File: config.mk
export PLATFORM = sky130hd
export DESIGN_NAME = fifo_exp_dev
export DESIGN_NICKNAME = d
export VERILOG_FILES = /design/src/rtl/fifo_exp_pkg.sv /design/src/rtl/fifo_exp_dev.sv /design/src/rtl/fifo_word_mem.sv
export SDC_FILE = /design/constraint.sdc
export NUM_CORES = 1
export LEC_CHECK = 0
export ABC_CLOCK_PERIOD_IN_PS = 3140
export BUFFER_PORTS_ARGS = -buffer_cell sky130_fd_sc_hd__buf_4
export CAP_MARGIN = 10
export CORE_MARGIN = 2
export CORE_UTILIZATION = 42
export DETAILED_ROUTE_END_ITERATION = 16
export GPL_TIMING_DRIVEN = 0
export PLACE_DENSITY_LB_ADDON = 0.3
export SLEW_MARGIN = 20
export SYNTH_ARGS = -nofsm -noshare
export SYNTH_HDL_FRONTEND = slang
export SYNTH_SLANG_ARGS = --single-unit
File: constraint.sdc
create_clock -name pclk -period 3.14 [get_ports pclk]
set_input_delay 0.471 -clock pclk [delete_from_list [all_inputs] [get_ports pclk]]
set_output_delay 0.471 -clock pclk [all_outputs]
set_load 0.02 [all_outputs]
File: src/rtl/fifo_exp_pkg.sv
// Behaviour
// Paralleled devices share write, read and control strobes; each has its data slice.
// Half-full and almost flags may come from one device, the main flags not.
// Empty/full release and ready assertion may lag one cycle between devices.
// Standard mode: composite empty and full flags are ANDs of active-low flags.
// Fall-through mode: composite ready flags are ORs of active-low ready flags.
// Flag and output control outputs of devices never wired together directly.
// Side-by-side devices have equal depth; word widths may differ.
// More parallel devices widen the word; buses concatenate the slices.
// Depth chains select fall-through mode at master reset on every device.
// In a chain, data outputs feed the next data inputs directly.
// Chain depth is the sum of device depths.
// Read clock of every chained device runs continuously.
// Valid word at outputs drives output-ready low; it writes the next device.
// First word reaches the outputs three cycles after its write.
// Latency budgets add cycles when clock skew minimum is missed.
// Only the first word into an empty chain sees the ripple latency.
// A freed location drives input-ready low so the previous device refills.
// After a read from full, input-ready goes low within per-device delay.
// Transfer clock tied to the faster of write and read clocks.
// Wrapper parameterised by device count and width generates flags and handshakes.
package fifo_exp_pkg;
    localparam int DATA_W = 18;
    localparam int DEPTH = 16;
    localparam int PTR_W = 4;
    localparam int CNT_W = 5;
    localparam int FIRST_WORD_CYCLES = 3;
    // Register byte addresses
    localparam logic [7:0] CTRL_ADDR = 8'h00;
    localparam logic [7:0] STATUS_ADDR = 8'h04;
    localparam logic [7:0] LEVEL_ADDR = 8'h08;
    // Control fields
    localparam int CTRL_MODE_BIT = 0;
    localparam int CTRL_MRST_BIT = 1;
    localparam logic CTRL_MODE_RESET = 1'b0;
    // Status fields
    localparam int ST_EMPTY_BIT = 0;
    localparam int ST_FULL_BIT = 1;
    localparam int ST_IN_RDY_BIT = 2;
    localparam int ST_OUT_RDY_BIT = 3;
    localparam int ST_MODE_BIT = 4;

    typedef logic [DATA_W-1:0] word_t;

    typedef struct packed {
        logic empty_flag_n;
        logic full_flag_n;
        logic input_ready_n;
        logic output_ready_n;
    } flags_s;

    typedef struct packed {
        logic psel;
        logic penable;
        logic pwrite;
        logic [7:0] paddr;
        logic [31:0] pwdata;
    } apb_req_s;

    typedef struct packed {
        logic pready;
        logic pslverr;
        logic [31:0] prdata;
    } apb_rsp_s;
endpackage

File: src/rtl/fifo_exp_dev.sv
// Chosen here: the APB slave port and the register addresses.
`timescale 1ns/1ns
module fifo_exp_dev (
    input wire logic pclk,
    input wire logic presetn,
    input wire fifo_exp_pkg::apb_req_s apb_req,
    output fifo_exp_pkg::apb_rsp_s apb_rsp,
    input wire logic write_en_n,
    input wire fifo_exp_pkg::word_t write_data_bus,
    input wire logic read_en_n,
    output fifo_exp_pkg::word_t read_data_bus,
    output fifo_exp_pkg::flags_s flags
);
    import fifo_exp_pkg::*;

    ////////////////////////////////////////////////////////////////////////
    // Declarations
    logic mode_q;
    logic mode_cfg_q;
    logic mrst_q;
    logic [PTR_W-1:0] wr_ptr_q;
    logic [PTR_W-1:0] rd_ptr_q;
    logic [CNT_W-1:0] mem_cnt_q;
    logic [CNT_W-1:0] avail_q;
    logic wr_dly_q;
    logic pend_q;
    logic out_valid_q;
    logic full_n_q;
    logic ready_in_n_q;
    logic [31:0] prdata_q;
    logic wr_acc;
    logic rd_acc;
    logic pop;
    logic fetch;
    logic apb_wr;
    logic apb_rd;
    logic addr_ok;
    logic [CNT_W-1:0] level;
    word_t mem_rdata;

    function automatic logic [PTR_W-1:0] ptr_inc(input logic [PTR_W-1:0] p);
        ptr_inc = p + 1'b1;
    endfunction

    ////////////////////////////////////////////////////////////////////////
    // Handshake decode
    assign wr_acc = !write_en_n && full_n_q;
    assign pop = mode_q && !read_en_n && out_valid_q;
    assign rd_acc = !mode_q && !read_en_n && (avail_q != '0);
    // Fetch into the output stage only when it frees up
    assign fetch = mode_q && (avail_q != '0) && !pend_q && (!out_valid_q || pop);
    assign level = mem_cnt_q + CNT_W'(pend_q) + CNT_W'(out_valid_q);

    ////////////////////////////////////////////////////////////////////////
    // Storage
    fifo_word_mem u_mem (
        .pclk(pclk),
        .wr_en(wr_acc),
        .wr_addr(wr_ptr_q),
        .wr_data(write_data_bus),
        .rd_en(fetch || rd_acc),
        .rd_addr(rd_ptr_q),
        .rd_data_q(mem_rdata)
    );

    // Pointers and memory level
    always_ff @(posedge pclk or negedge presetn) begin
        if (!presetn) begin
            wr_ptr_q <= '0;
            rd_ptr_q <= '0;
            mem_cnt_q <= '0;
        end else if (mrst_q) begin
            wr_ptr_q <= '0;
            rd_ptr_q <= '0;
            mem_cnt_q <= '0;
        end else begin
            if (wr_acc) begin
                wr_ptr_q <= ptr_inc(wr_ptr_q);
            end
            if (fetch || rd_acc) begin
                rd_ptr_q <= ptr_inc(rd_ptr_q);
            end
            mem_cnt_q <= mem_cnt_q + CNT_W'(wr_acc) - CNT_W'(fetch || rd_acc);
        end
    end

    // Read-side view of written words, one cycle behind the write
    always_ff @(posedge pclk or negedge presetn) begin
        if (!presetn) begin
            wr_dly_q <= 1'b0;
            avail_q <= '0;
        end else if (mrst_q) begin
            wr_dly_q <= 1'b0;
            avail_q <= '0;
        end else begin
            wr_dly_q <= wr_acc;
            avail_q <= avail_q + CNT_W'(wr_dly_q) - CNT_W'(fetch || rd_acc);
        end
    end

    // Output stage; in fall-through mode a landed word drives output-ready low
    always_ff @(posedge pclk or negedge presetn) begin
        if (!presetn) begin
            pend_q <= 1'b0;
            out_valid_q <= 1'b0;
        end else if (mrst_q) begin
            pend_q <= 1'b0;
            out_valid_q <= 1'b0;
        end else begin
            pend_q <= fetch || rd_acc;
            if (pend_q && mode_q) begin
                out_valid_q <= 1'b1;
            end else if (pop) begin
                out_valid_q <= 1'b0;
            end
        end
    end

    // Output data register
    always_ff @(posedge pclk or negedge presetn) begin
        if (!presetn) begin
            read_data_bus <= '0;
        end else if (pend_q) begin
            read_data_bus <= mem_rdata;
        end
    end

    // Write-side space flag; a freed slot shows next cycle
    always_ff @(posedge pclk or negedge presetn) begin
        if (!presetn) begin
            full_n_q <= 1'b0;
            ready_in_n_q <= 1'b1;
        end else if (mrst_q) begin
            full_n_q <= 1'b0;
            ready_in_n_q <= 1'b1;
        end else begin
            full_n_q <= 1'b1;
            ready_in_n_q <= 1'b0;
            if ((mem_cnt_q + CNT_W'(wr_acc) - CNT_W'(fetch || rd_acc)) == CNT_W'(DEPTH)) begin
                full_n_q <= 1'b0;
                ready_in_n_q <= 1'b1;
            end
        end
    end

    // Flag outputs
    assign flags.empty_flag_n = (avail_q != '0);
    assign flags.full_flag_n = full_n_q;
    assign flags.input_ready_n = ready_in_n_q;
    assign flags.output_ready_n = !out_valid_q;

    ////////////////////////////////////////////////////////////////////////
    // APB slave, zero wait states
    assign apb_wr = apb_req.psel && apb_req.penable && apb_req.pwrite;
    assign apb_rd = apb_req.psel && !apb_req.penable && !apb_req.pwrite;
    assign addr_ok = (apb_req.paddr == CTRL_ADDR) || (apb_req.paddr == STATUS_ADDR)
        || (apb_req.paddr == LEVEL_ADDR);
    assign apb_rsp.pready = 1'b1;
    assign apb_rsp.pslverr = apb_req.psel && apb_req.penable && !addr_ok;
    assign apb_rsp.prdata = prdata_q;

    // Control register; master reset pulse loads the timing mode
    always_ff @(posedge pclk or negedge presetn) begin
        if (!presetn) begin
            mode_cfg_q <= CTRL_MODE_RESET;
            mrst_q <= 1'b0;
            mode_q <= CTRL_MODE_RESET;
        end else begin
            mrst_q <= 1'b0;
            if (apb_wr && apb_req.paddr == CTRL_ADDR) begin
                mode_cfg_q <= apb_req.pwdata[CTRL_MODE_BIT];
                mrst_q <= apb_req.pwdata[CTRL_MRST_BIT];
            end
            if (mrst_q) begin
                mode_q <= mode_cfg_q;
            end
        end
    end

    // Read data captured in the setup cycle
    always_ff @(posedge pclk or negedge presetn) begin
        if (!presetn) begin
            prdata_q <= '0;
        end else if (apb_rd) begin
            prdata_q <= '0;
            case (apb_req.paddr)
                CTRL_ADDR: prdata_q[CTRL_MODE_BIT] <= mode_cfg_q;
                STATUS_ADDR: begin
                    prdata_q[ST_EMPTY_BIT] <= flags.empty_flag_n;
                    prdata_q[ST_FULL_BIT] <= flags.full_flag_n;
                    prdata_q[ST_IN_RDY_BIT] <= flags.input_ready_n;
                    prdata_q[ST_OUT_RDY_BIT] <= flags.output_ready_n;
                    prdata_q[ST_MODE_BIT] <= mode_q;
                end
                LEVEL_ADDR: prdata_q[CNT_W-1:0] <= level;
                default: prdata_q <= '0;
            endcase
        end
    end
endmodule

File: src/rtl/fifo_word_mem.sv
`timescale 1ns/1ns
module fifo_word_mem (
    input wire logic pclk,
    input wire logic wr_en,
    input wire logic [fifo_exp_pkg::PTR_W-1:0] wr_addr,
    input wire fifo_exp_pkg::word_t wr_data,
    input wire logic rd_en,
    input wire logic [fifo_exp_pkg::PTR_W-1:0] rd_addr,
    output fifo_exp_pkg::word_t rd_data_q
);
    import fifo_exp_pkg::*;

    word_t mem [DEPTH];

    // Storage write
    always_ff @(posedge pclk) begin
        if (wr_en) begin
            mem[wr_addr] <= wr_data;
        end
    end

    // Registered read port
    always_ff @(posedge pclk) begin
        if (rd_en) begin
            rd_data_q <= mem[rd_addr];
        end
    end
endmodule

==> Yosys cells after proc, flatten, opt, wreduce, memory -nomap -nowiden <==
Memory sizes are Yosys's and may differ from the RTL's. A register that Yosys moved wholly into a read port is not among the register bits.
Index checks and enable logic that the tools add are counted.
{ "totals": {"wordCells": 78, "mem_bits_rw": 288, "in_bits": 65, "regBits": 49, "mem_count": 1, "output_inout_bits": 56} }
{ "memory_table": {"columns": ["memory", "words", "word_bits", "rd", "rd_clocked_by_memory_dff", "write_ports", "line_no", "text"], "rows": [
  ["u_mem.mem", 16, 18, 1, 1, 1, "fifo_word_mem.sv:13", "word_t mem [DEPTH];"]
]} }
{ "op_classes": {"reduce_logical": 32, "n_eq_ne": 3, "addsub": 8, "mux": 20} }
{ "ops": {"columns": ["cell", "count"], "rows": [
  ["adder 5 x 1 -> 5 bit", 4],
  ["2-to-1 mux 4 bit", 4],
  ["logical AND 1 bit", 15],
  ["2-to-1 mux 1 bit", 12],
  ["2-to-1 mux 5 bit", 2],
  ["subtractor 5 x 1 -> 5 bit", 2],
  ["adder 4 x 1 -> 4 bit (second input constant)", 2],
  ["== test 8 x 3 -> 1 bit (second input constant)", 1],
  ["== test 8 x 4 -> 1 bit (second input constant)", 1],
  ["logical NOT 1 bit", 8],
  ["logical NOT 8 bit", 1],
  ["one-hot mux 4 bit (2 select lines)", 1],
  ["== test 5 bit (second input constant)", 1],
  ["nonzero test 5 bit", 1],
  ["logical OR 1 bit", 4],
  ["nonzero test 2 bit", 2],
  ["one-hot mux 1 bit (3 select lines)", 1],
  ["nonzero test 3 bit", 1]
]} }

==> Logic depth before layout (Yosys ltp) <==
Gate-level depths: netlist (run 1).
{ "depth": {"word_depth": 10, "mapped_depth": 12, "ltp_nobuf": 12} }

==> Modules after synthesis <==
From an unflattened synthesis (run 1), not the netlist that was laid out.
{ "unflattened": {"cells_unflattened": 720, "hier_area_um2": 14149.8} }
{ "by_module_without_submodules": {"columns": ["module", "cells_per_inst", "n_inst", "area_each_um2", "seq_area_each_um2"], "rows": [
  ["fifo_word_mem", 482, 1, 11503.5, 9188.8],
  ["fifo_exp_dev", 238, 1, 2646.3, 1227.4]
]} }

==> Worst setup path before layout (run 1) <==
No wires, ideal clock.
{ "synth_path": {"path_kind": "flip-flop to flip-flop", "startpoint": "reg avail_q[2]", "endpoint": "reg ready_in_n_q", "period_less_slack_ps": 3462, "setup_slack_ps": -322, "t_required_ps": 3062, "t_arrival_ps": 3384, "n_path_buf": 0, "stages_incl_launch_ff": 13, "setup_time_ps": 78, "cell_sequence": "dfrtp_1 inv_1 ha_1 nor4b_2 a221oi_2 ha_1 inv_1 ha_1 fa_1 a21o_1 a21oi_1 xnor2_1 a31o_2"} }
{ "synth_between": {"elab_chain_cells": 9, "word_cells_on_any_way": 10, "cone_classes": "add/sub (1); eq/ne (1); mux (2); reduce/logical (6)"} }
{ "synth_rtl": {"columns": ["element", "line_no", "text"], "rows": [
  ["start, declared", "fifo_exp_dev.sv:24", "logic [CNT_W-1:0] avail_q;"],
  ["start signal, assigned", "fifo_exp_dev.sv:97", "avail_q <= avail_q + CNT_W'(wr_dly_q) - CNT_W'(fetch || rd_acc);"],
  ["nonzero test 5 bit *", "fifo_exp_dev.sv:49, fifo_exp_dev.sv:51", null],
  ["logical AND 1 bit (3 in a row)", "fifo_exp_dev.sv:51", "assign fetch = mode_q && (avail_q != '0) && !pend_q && (!out_valid_q || pop);"],
  ["logical OR 1 bit *", "fifo_exp_dev.sv:139", "if ((mem_cnt_q + CNT_W'(wr_acc) - CNT_W'(fetch || rd_acc)) == CNT_W'(DEPTH)) begin"],
  ["subtractor 5 x 1 -> 5 bit *", "fifo_exp_dev.sv:139", null],
  ["== test 5 bit *", "fifo_exp_dev.sv:139", null],
  ["2-to-1 mux 1 bit *", "fifo_exp_dev.sv:139", null],
  ["2-to-1 mux 1 bit *", "fifo_exp_dev.sv:133", "end else if (mrst_q) begin"],
  ["end signal, assigned", "fifo_exp_dev.sv:132", "ready_in_n_q <= 1'b1;"],
  ["end signal, assigned", "fifo_exp_dev.sv:135", "ready_in_n_q <= 1'b1;"],
  ["end signal, assigned", "fifo_exp_dev.sv:141", "ready_in_n_q <= 1'b1;"],
  ["end, declared", "fifo_exp_dev.sv:29", "logic ready_in_n_q;"]
]} }
Every way passes the cells marked *; elsewhere a longest branch is shown, timed or not.
A chain may end at the register's enable or synchronous reset.

==> Final worst setup path (run 1) <==
{ "layout_path": {"startpoint": "reg avail_q[3]", "endpoint": "reg avail_q[4]"} }
{ "layout_between": {"elab_chain_cells": 7, "word_cells_on_any_way": 9, "cone_classes": "add/sub (2); mux (1); reduce/logical (6)"} }
{ "layout_rtl": {"columns": ["element", "line_no", "text"], "rows": [
  ["parallel branches: the longest is 5 deep, another holds adder 5 x 1 -> 5 bit", null, null],
  ["subtractor 5 x 1 -> 5 bit *", "fifo_exp_dev.sv:97", null],
  ["2-to-1 mux 5 bit *", "fifo_exp_dev.sv:92", "end else if (mrst_q) begin"]
]} }
Every way passes the cells marked *.

==> qor.yml, run 1 <==
outcome:
  status: "completed"
yosys:
  ys_seq_area_share_pct: 72.8
  syn_area_per_cell_um2: 17.9
  ys_types: 43
  synth_cells: 800
  syn_area_um2: 14300
  ys_seq_elements: 355
  yosysWarnings: 0
clocking:
  h-tree-depth: 2
  clock-root-buffer: "clkbuf_16"
  ctsLongestPathBuffers: 3
  cts.sinks: 355
  path_clk_slew_ns: 0.06
  cts_buffers: 38
  worstSkewPairLatency_ns: 0.53
  cts_tree: "built"
global_routing:
  grt_usage_pct: 18.2
  grt_max_degree: 50
  grt_pass1_wl_um: 47700
  grt_pass1_vias: 7558
  antenna_found_initial: 0
  overflow: 0
critical_path:
  rrSetupSlack_ns: 0.17
  worst-setup-path-type: "flop to flop"
  cp_common_cell: "ha_1"
  rr_endpoint: "avail_q[4]"
  crit_chain: "inv_1, ha_1, nor4b_4, a221oi_4, buf_4, buf_6, ha_1, inv_1, ha_1, fa_2, a21oi_2, nor2_1, or3_1, a21oi_1"
  arrival_ns: 3.42
  cpPeakStageDelay_ns: 0.39
  critPathLaunchType: "flop"
  cp-end-kind: "flop"
  crit_required_ns: 3.59
  r2r-start: "avail_q[3]"
  cp-endpoint: "avail_q[4]"
  path_max_fanout: 10
  slowest_stage: "dfrtp_1"
  startpoint: "avail_q[3]"
  r2r_cells: 14
route:
  routed_wl_um: 31900
  top_layer_used: "met4"
  drt-pass1-iter-count: 7
  wl_met3_um: 1960
  drc: 0
  drt_iter0_drc: 660
  viasPerCell: 5.31
  via_count: 7491
  post_drt_wl_per_cell_um: 22.6
  wl_met2_um: 14400
  m1WireLength_um: 14700
  antenna_left: 0
sta:
  final.setup_skew_ns: 0.0195
  setup_viol: 0
  min_period_ns: 2.97
  hold_viol: 0
  tightest_slew_ns: 1.09
  setup_slack_ns: 0.167
  slew_headroom_pct: 27.6
  period_share_pct: 94.7
  max_freq_mhz: 336
  maxSlewViolCount: 0
die:
  core_area_um2: 33500
  dieArea_um2: 35500
  die_h_um: 189
  row_count: 67
  ios: 121
  start_util_pct: 42.6
  die_w_um: 189
placement:
  dpl.hpwl_um: 19100
  place_inst: 1339
  gp_congestion: 0.794
  portBuffers: 62
  dp_slack_ns: -0.114
final_layout:
  fillers: 2766
  area_growth_pct: 17.1
  fin_util_pct: 49.9
  drive_gt1_share_pct: 25.8
  nets: 1028
  final_cells: 1411
  antenna_cells: 0
pwr:
  cellLeakagePower_nw: 6.11
  peakVddDrop_v: 0.000519
  power_density_nw_per_um2: 930
  total_power_w: 0.0156
flow_run:
  cap_viol_max_count: 0
hold_path:
  hold_class: "input port to flop"
-- cell usage in the layout, fill, tap and decap left out, types with 25 or more instances in the layout --
cell type  instances
mux2i_1           74
nand2_1           37
dfrtp_1           48
mux4_2            36
clkbuf_1          25
conb_1            28
buf_4            107
edfxtp_1         306
clkbuf_16         39
a221oi_1          36
-- how the worst min path moves through the flow --
| stage | start | endpoint | cells after the start |
|---|---|---|---|
| final | apb_req[0] | mode_cfg_q | 2 |
| after global routing | apb_req[1] | mrst_q | 2 |
| after CTS | apb_req[1] | mrst_q | 2 |
| after detailed placement | u_mem.rd_data_q[6] | read_data_bus[6] | 1 |
| after global placement | u_mem.rd_data_q[11] | read_data_bus[11] | 1 |
| after floorplan | presetn | avail_q[0] | 0 |
-- flip-flops by register name, summed over array words and instances (netlist names), 4 cells and up --
name             count
u_mem.mem          288
read_data_bus       18
u_mem.rd_data_q     18
avail_q              5
mem_cnt_q            5
prdata_q             5
rd_ptr_q             4
wr_ptr_q             4
-- stage by stage --
| step | instance area, um2 | setup TNS, ns | hold WS (ns) |
|---|---|---|---|
| 2_1_floorplan | 14400 | 0 | 0.175 |
| 3_3_place_gp | 15400 | -7.04 | 0.458 |
| 3_5_place_dp | 15500 | -0.301 | 0.464 |
| 4_1_cts | 16700 | 0 | 0.157 |
| 5_1_grt | 16700 | -0.00470 | 0.164 |
| 6_report | 16700 | 0 | 0.168 |
-- layout make-up --
class                   instances  area, um2  share of cell area [%]
clock inverters                10       91.3                   0.545
multi-input cells             386       3560                    21.2
flip-flops and latches        355      10400                    62.2
inverters                      21       78.8                   0.471
repair buffers                 75        604                    3.61
plain buffers                  64        393                    2.35
clock buffers                  52       1040                    6.24
well taps                     448        561                    3.35
-- critical path: cells and delay by family (launching register included) --
family                     cells  cell delay [ns]
AOI/OAI and AO/OA              3             0.39
adders and majority gates      4             0.99
DFF                            1             0.39
buffers and inverters          4             0.43
and+or+nand+nor                3             0.71
-- cell usage after synthesis (all sizes together) --
library cell	number	area, um2
a21bo	1	10.0
a21o	3	22.5
a21oi	12	60.1
a221oi	37	330
a22oi	18	135
a31o	2	17.5
a31oi	1	6.26
and2	19	119
and3	1	6.26
buf	50	340
clkbuf	14	52.6
conb	2	7.51
dfrtp	48	1200
dfstp	1	26.3
edfxtp	306	9190
fa	3	60.1
ha	19	238
inv	21	78.8
mux2	19	214
mux2i	74	741
mux4	36	811
nand2	37	139
nand2b	1	6.26
nand3b	1	7.51
nand4	2	12.5
nand4b	3	26.3
nor2	14	52.6
nor2b	8	50.1
nor3	2	21.3
nor3b	3	27.5
nor4b	1	15.0
o21ai	22	110
o221ai	4	35.0
or3	1	6.26
or4	1	11.3
xnor2	8	70.1
xor2	5	43.8
-- logic make-up after synthesis --
group / Yosys count / share of synthesized area, %
compound gates: 100 / 5.08
simple gates: 94 / 3.50
mux: 129 / 12.3
xor+xnor: 13 / 0.796
buf+inv: 85 / 3.30
other cells: 2 / 0.0525
fa+ha+maj: 22 / 2.08
flops: 355 / 72.8
-- timing repair --
action | in CTS | in global routing
hold buffers | 1 | 0
buffers inserted | 1 | 6
endpoints found under the setup margin | 4 | 4
endpoints found under the hold margin | 32 | 0
resized for setup | 1 | 4
cloned | 0 | 0
-- power by group --
part           internal [W]  switching, W  total (W)
registers           0.00602      0.000314    0.00633
logic               0.00204       0.00303    0.00507
clock network       0.00241       0.00176    0.00417
total                0.0105       0.00510     0.0156
-- per-layer routing --
layer  global-route usage [%]  vias to the layer above
li1                         -                     3363
met1                     26.5                     3810
met2                     27.6                      260
met3                     3.32                       58
met4                     6.76                        0
met5                        0                        -
No activity file was read; power rests on OpenSTA's default activity.
==> run 2, diff against run 1 <==
--- a/config.mk
+++ b/config.mk
@@ -5,7 +5,7 @@
 export SDC_FILE = /design/constraint.sdc
 export NUM_CORES = 1
 export LEC_CHECK = 0
-export ABC_CLOCK_PERIOD_IN_PS = 3140
+export ABC_CLOCK_PERIOD_IN_PS = 2400
 export BUFFER_PORTS_ARGS = -buffer_cell sky130_fd_sc_hd__buf_4
 export CAP_MARGIN = 10
 export CORE_MARGIN = 2
==> constraint.sdc (replaced) <==
create_clock -name pclk -period 2.4 [get_ports pclk]
set_input_delay 0.36 -clock pclk [delete_from_list [all_inputs] [get_ports pclk]]
set_output_delay 0.36 -clock pclk [all_outputs]
set_load 0.02 [all_outputs]
==> run 2 against run 1 <==
  * The run now ends with negative setup slack left
  * First-iteration DRC count is 0.30% higher
  * Final cell count is 0.64% higher
  * Critical path type unchanged
  * Power grew 33%
  * Sequential share of layout area fell by 0.51 points
  * Register-to-register slack got worse by 0.43 ns
==> qor.yml, run 2 (synthesis results as in run 1) <==
outcome:
  status: "finished with violations"
  violations: "negative setup slack"
sta:
  min_period_ns: 2.66  # -0.315 ns
  hold_viol: 0  # unchanged
  hold-worst-slack_ns: 0.0749  # -0.0936 ns
  tightest_slew_ns: 0.735  # -0.351 ns
  final.setup_skew_ns: 0.0138  # -0.00571 ns
  slew_headroom_pct: 51.0  # +23 points
  period_share_pct: 111  # +16 points
  setup_viol: 4  # +4
  max_freq_mhz: 376  # +12%
  maxSlewViolCount: 0  # unchanged
  setup_slack_ns: -0.258  # -0.425 ns
  rsz0062_at_grt: "true"
final_layout:
  largest-register: "u_mem.mem"
  nets: 1031  # +0.29%
  final_common_cell: "edfxtp_1"
  largest_registers: "u_mem.mem (288), read_data_bus (18), u_mem.rd_data_q (18)"
  layout_common_cells: "edfxtp_1, buf_4, mux2i_1"
  drive_gt1_share_pct: 28.5  # +2.7 points
  final_cells: 1420  # +0.64%
  antenna_cells: 0  # unchanged
  fillers: 2787  # +0.76%
  area_growth_pct: 18.1
  largest_reg_flops: 288  # unchanged
die:
  ios: 121  # unchanged
  dieArea_um2: 35500  # unchanged
  core_area_um2: 33500  # unchanged
  row_count: 67  # unchanged
  die_w_um: 189  # unchanged
  die_h_um: 189  # unchanged
  start_util_pct: 42.6  # unchanged
pwr:
  p_int_w: 0.0139  # +32%
  power.switching_w: 0.00678  # +33%
  power_density_nw_per_um2: 1220  # +31%
  swShare_pct: 32.9  # +0.070 points
  cellLeakagePower_nw: 6.18  # +1.1%
  peakVddDrop_v: 0.000647  # +25%
  clkPwrFrac_pct: 26.1  # -0.7 points
  p_seq_share_pct: 40.4  # -0.3 points
  combPwrFrac_pct: 33.5  # +1.0 points
clocking:
  h-tree-depth: 2  # unchanged
  cts_tree: "built"
  clock-root-buffer: "clkbuf_16"
  cts.sinks: 355  # unchanged
  ctsLongestPathBuffers: 3  # unchanged
  worstSkewPairLatency_ns: 0.52  # about the same
  path_clk_slew_ns: 0.06  # about the same
  cts_buffers: 38  # unchanged
route:
  routed_wl_um: 32000  # +0.27%
  viasPerCell: 5.33  # +0.48%
  post_drt_wl_per_cell_um: 22.6  # -0.36%
  drc: 0  # unchanged
  drt-pass1-iter-count: 5  # -2
  via_count: 7575  # +1.1%
  antenna_left: 0  # unchanged
  drt_iter0_drc: 662  # +0.30%
critical_path:
  arrival_ns: 3.02  # -0.40 ns
  cp-end-kind: "flop"
  slowest_stage: "dfrtp_1"
  cpLargestDelayFamily: "adder cells"
  critPathLaunchType: "flop"
  crit_required_ns: 2.76  # -0.83 ns
  path_max_fanout: 4  # -6
  path_buf_inv: 2  # -2
  worst-setup-path-type: "flop to flop"
  crit_chain: "inv_2, ha_4, nor4b_4, a221oi_4, ha_1, inv_2, ha_4, fa_2, a21o_1, a21oi_2, xnor2_2, a31oi_1"
  cpPeakStageDelay_ns: 0.39  # about the same
global_routing:
  overflow: 0  # unchanged
  grt_max_degree: 50  # unchanged
  grt_pass1_wl_um: 47400  # -0.59%
  grt_pass1_vias: 7508  # -0.66%
  grt_usage_pct: 18.2  # -0.050 points
  antenna_found_initial: 1  # +1
placement:
  gp_congestion: 0.760  # -4.3%
  place_inst: 1339  # unchanged
  portBuffers: 62  # unchanged
  dpl.hpwl_um: 18900  # -0.78%
flow_run:
  cap_viol_max_count: 0  # unchanged
hold_path:
  hold_class: "input port to flop"
-- run 2: changes by cell type in the layout (fill, tap and decap cells not counted), sizes merged --
cell,change
clkinv,+11
clkbuf,-7
buf,+3
clkdlybuf4s15,+1
clkinvlp,+1
-- run 2: final cells by class --
class	instances	area, um2	share of cell area, %
Sequential cell	355	10400	61.7
Multi-Input combinational cell	386	3650	21.6
Clock buffer	46	1000	5.94
Timing Repair Buffer	79	639	3.79
Tap cell	448	561	3.32
Buffer	63	402	2.38
Clock inverter	22	139	0.823
Inverter	21	78.8	0.467
-- run 2: power by group through the flow --
stage	Combinational [W]	Clock (W)	Sequential [W]
floorplan	0.00419	0	0.00848
global placement	0.00644	0	0.00839
detailed placement	0.00658	0	0.00841
CTS	0.00675	0.00550	0.00829
global route	0.00747	0.00572	0.00844
finish	0.00691	0.00539	0.00833
-- run 2: final timing paths --
| check | from | endpoint | slack, ns | cells after the start |
|---|---|---|---|---|
| min reg2reg | u_mem.rd_data_q[2] | read_data_bus[2] | 0.47 | 1 |
| max in group asynchronous | presetn | read_data_bus[2] | 1.55 | 2 |
| min | apb_req[0] | mode_cfg_q | 0.07 | 2 |
| min in group asynchronous | presetn | read_data_bus[10] | 0.41 | 2 |
| max reg2reg | avail_q[3] | full_n_q | -0.26 | 12 |
| max | avail_q[3] | full_n_q | -0.26 | 12 |
-- run 2: metal layers --
metal	up-vias	wire [um]	global-route usage, %
met4	0	1070	6.19
li1	3378	-	-
met5	-	0	0
met3	63	2180	3.18
met1	3844	13800	25.5
met2	290	15000	28.9
-- run 2: repair_timing --
item                                    4_1_cts  5_1_grt
hold endpoints to repair                     48        0
resized for setup                            14       17
setup buffers                                11        5
hold buffers                                  1        0
endpoints found under the setup margin      207      161
pin swaps                                    10        8
-- run 2: metrics by stage --
stage / util, % / setup slack, ns / power (W) / setup TNS (ns) / area, um2
after floorplan: - / -0.540 / 0.0127 / -3.64 / 14400
after global placement: 46.1 / -1.13 / 0.0148 / -125.49 / 15500
after detailed placement: 46.4 / -0.720 / 0.0150 / -53.74 / 15500
after CTS: 50.1 / -0.236 / 0.0205 / -0.894 / 16800
after global routing: 50.4 / -0.377 / 0.0216 / -1.52 / 16900
final: 50.4 / -0.258 / 0.0206 / -0.931 / 16900
==> run 3, diff against run 2 <==
--- a/config.mk
+++ b/config.mk
@@ -5,11 +5,13 @@
 export SDC_FILE = /design/constraint.sdc
 export NUM_CORES = 1
 export LEC_CHECK = 0
-export ABC_CLOCK_PERIOD_IN_PS = 2400
+export ABC_CLOCK_PERIOD_IN_PS = 3230
 export BUFFER_PORTS_ARGS = -buffer_cell sky130_fd_sc_hd__buf_4
 export CAP_MARGIN = 10
+export CORE_ASPECT_RATIO = 0.9
 export CORE_MARGIN = 2
 export CORE_UTILIZATION = 42
+export CTS_BUF_LIST = sky130_fd_sc_hd__clkbuf_8
 export DETAILED_ROUTE_END_ITERATION = 16
 export GPL_TIMING_DRIVEN = 0
 export PLACE_DENSITY_LB_ADDON = 0.3
==> constraint.sdc (replaced) <==
create_clock -name pclk -period 3.23 [get_ports pclk]
set_input_delay 0.4845 -clock pclk [delete_from_list [all_inputs] [get_ports pclk]]
set_output_delay 0.4845 -clock pclk [all_outputs]
set_load 0.02 [all_outputs]
==> run 3 against run 2 <==
  * The flow now finishes without violations
  * Register-to-register slack gained 0.66 ns
  * Sequential power shrank 26%
  * Sequential cell count is the same
  * Via count shrank 0.11%
  * Design area shrank 2.3%
  * Setup slack gained 0.66 ns
  * Final cell count grew 2.5%
  * Sequential share of layout area grew 1.4 points
  * Largest cell class unchanged
==> qor.yml, run 3 (synthesis results as in run 1) <==
clocking:
  cts_buffers: 55  # +45%
  clock-root-buffer: "clkbuf_8"
  cts.sinks: 355  # unchanged
  ctsLongestPathBuffers: 3  # unchanged
  worstSkewPairLatency_ns: 0.60  # +0.08 ns
  path_clk_slew_ns: 0.06  # about the same
  h-tree-depth: 2  # unchanged
  cts_tree: "built"
outcome:
  status: "completed"
route:
  drc: 0  # unchanged
  drt_iter0_drc: 660  # -0.30%
  viasPerCell: 5.20  # -2.5%
  routed_wl_um: 32100  # +0.15%
  drt-pass1-iter-count: 5  # unchanged
  antenna_left: 0  # unchanged
  via_count: 7567  # -0.11%
  post_drt_wl_per_cell_um: 22.0  # -2.3%
sta:
  tightest_slew_ns: 0.970  # +0.235 ns
  rsz0062_at_grt: "false"
  slew_headroom_pct: 35.3  # -16 points
  final.setup_skew_ns: 0.0192  # +0.00545 ns
  period_share_pct: 87.6  # -23 points
  min_period_ns: 2.83  # +0.173 ns
  tns_ns: 0  # +0.931 ns
  setup_viol: 0  # -4
  maxSlewViolCount: 0  # unchanged
  max_freq_mhz: 353  # -6.1%
  setup_slack_ns: 0.399  # +0.657 ns
  hold_viol: 0  # unchanged
final_layout:
  multiInputGateArea_um2: 3550  # -2.7%
  nets: 1038  # +0.68%
  layout_common_cells: "edfxtp_1, buf_4, mux2i_1"
  seqCellArea_um2: 10400  # unchanged
  final_common_cell: "edfxtp_1"
  antenna_cells: 0  # unchanged
  largest_reg_flops: 288  # unchanged
  fillers: 2894  # +3.8%
  largest_registers: "u_mem.mem (288), read_data_bus (18), u_mem.rd_data_q (18)"
  fin_util_pct: 48.8  # -1.5 points
  drive_gt1_share_pct: 25.6  # -2.9 points
  area_growth_pct: 15.4
  fin_area_um2: 16500  # -2.3%
  largest-register: "u_mem.mem"
die:
  start_util_pct: 42.3  # -0.33 points
  row_count: 64  # -4.5%
  die_h_um: 179  # -5.0%
  die_w_um: 199  # +5.3%
  core_area_um2: 33800  # +0.78%
  dieArea_um2: 35500  # about the same
  ios: 121  # unchanged
global_routing:
  grt_pass1_wl_um: 47600  # +0.32%
  overflow: 0  # unchanged
  antenna_found_initial: 0  # -1
  grt_usage_pct: 18.6  # +0.44 points
  grt_pass1_vias: 7420  # -1.2%
  grt_max_degree: 50  # unchanged
critical_path:
  cp-end-kind: "flop"
  path_max_fanout: 4  # unchanged
  crit_chain: "inv_1, ha_1, nor4b_4, a221oi_4, ha_1, inv_1, ha_1, fa_1, a21o_1, a21oi_1, xnor2_1, a31o_2"
  arrival_ns: 3.35  # +0.33 ns
  critPathLaunchType: "flop"
  cp_common_cell: "ha_1"
  cpPeakStageDelay_ns: 0.41  # +0.02 ns
  worst-setup-path-type: "flop to flop"
  crit_required_ns: 3.75  # +0.99 ns
  slowest_stage: "fa_1"
hold_path:
  hold_class: "input port to flop"
placement:
  dp_slack_ns: 0.00334  # +0.724 ns
  post_dp_cell_area_um2: 15500  # -0.27%
  dpl.hpwl_um: 19200  # +1.8%
  gp_congestion: 0.775  # +2.0%
  portBuffers: 62  # unchanged
pwr:
  total_power_w: 0.0143  # -31%
  peakVddDrop_v: 0.000627  # -3.1%
  cellLeakagePower_nw: 6.10  # -1.3%
  power_density_nw_per_um2: 868  # -29%
flow_run:
  cap_viol_max_count: 0  # unchanged
run 3: cell count changes in the layout (fill, tap and decap cells not counted), sizes merged:
| cell | previous run | this run |
|---|---|---|
| inv | 23 | 49 |
| clkdlybuf4s15 | 1 | 0 |
| clkbuf | 59 | 71 |
| clkinv | 18 | 12 |
| bufinv | 1 | 0 |
| clkinvlp | 1 | 2 |
| buf | 127 | 117 |
run 3: routing by layer:
layer | global-route usage (%) | share of wire (%)
met5 | 0 | 0
met4 | 7.06 | 3.4
met3 | 4.16 | 8.3
met2 | 27.4 | 43
met1 | 27.2 | 45
run 3: stage by stage:
stage | cells | hold slack, ns
2_1_floorplan | 826 | 0.189
3_3_place_gp | 1350 | 0.456
3_5_place_dp | 1353 | 0.464
4_1_cts | 1453 | 0.0878
5_1_grt | 1455 | 0.0935
6_report | 1455 | 0.112
run 3: worst paths after layout:
check	start	endpoint	slack, ns	cells after the start
max reg2reg	avail_q[3]	ready_in_n_q	0.40	12
min in group asynchronous	presetn	read_data_bus[10]	0.46	2
min	apb_req[1]	mrst_q	0.11	2
max	avail_q[3]	ready_in_n_q	0.40	12
max in group asynchronous	presetn	avail_q[1]	2.32	2
min reg2reg	u_mem.rd_data_q[7]	read_data_bus[7]	0.47	1
run 3: layout make-up:
| type | instances | area share (%) |
|---|---|---|
| plain buffers | 64 | 2.38 |
| clock buffers | 57 | 4.75 |
| clock inverters | 42 | 1.07 |
| inverters | 21 | 0.478 |
| multi-input cells | 386 | 21.5 |
| flip-flops and latches | 355 | 63.1 |
| well taps | 462 | 3.50 |
| repair buffers | 68 | 3.18 |
run 3: power by group:
| group | leakage, nW | switching, W | internal [W] |
|---|---|---|---|
| clock | 0.586 | 0.00169 | 0.00163 |
| combinational | 2.16 | 0.00291 | 0.00194 |
| sequential | 3.36 | 0.000305 | 0.00585 |
run 3: worst max-delay path: cells and delay by family (launching register included):
| family | cells | cell delay [ns] |
|---|---|---|
| buf+inv | 2 | 0.12 |
| compound gates | 4 | 0.70 |
| simple gates | 1 | 0.36 |
| flops | 1 | 0.39 |
| fa+ha+maj | 4 | 1.05 |
| xor+xnor | 1 | 0.12 |
run 3: timing repair:
action / CTS / global route
pin swaps: 0 / 0
setup buffers: 0 / 2
endpoints found under the setup margin: 2 / 3
hold buffers: 1 / 0
gates resized for setup: 1 / 1
endpoints found under the hold margin: 48 / 0
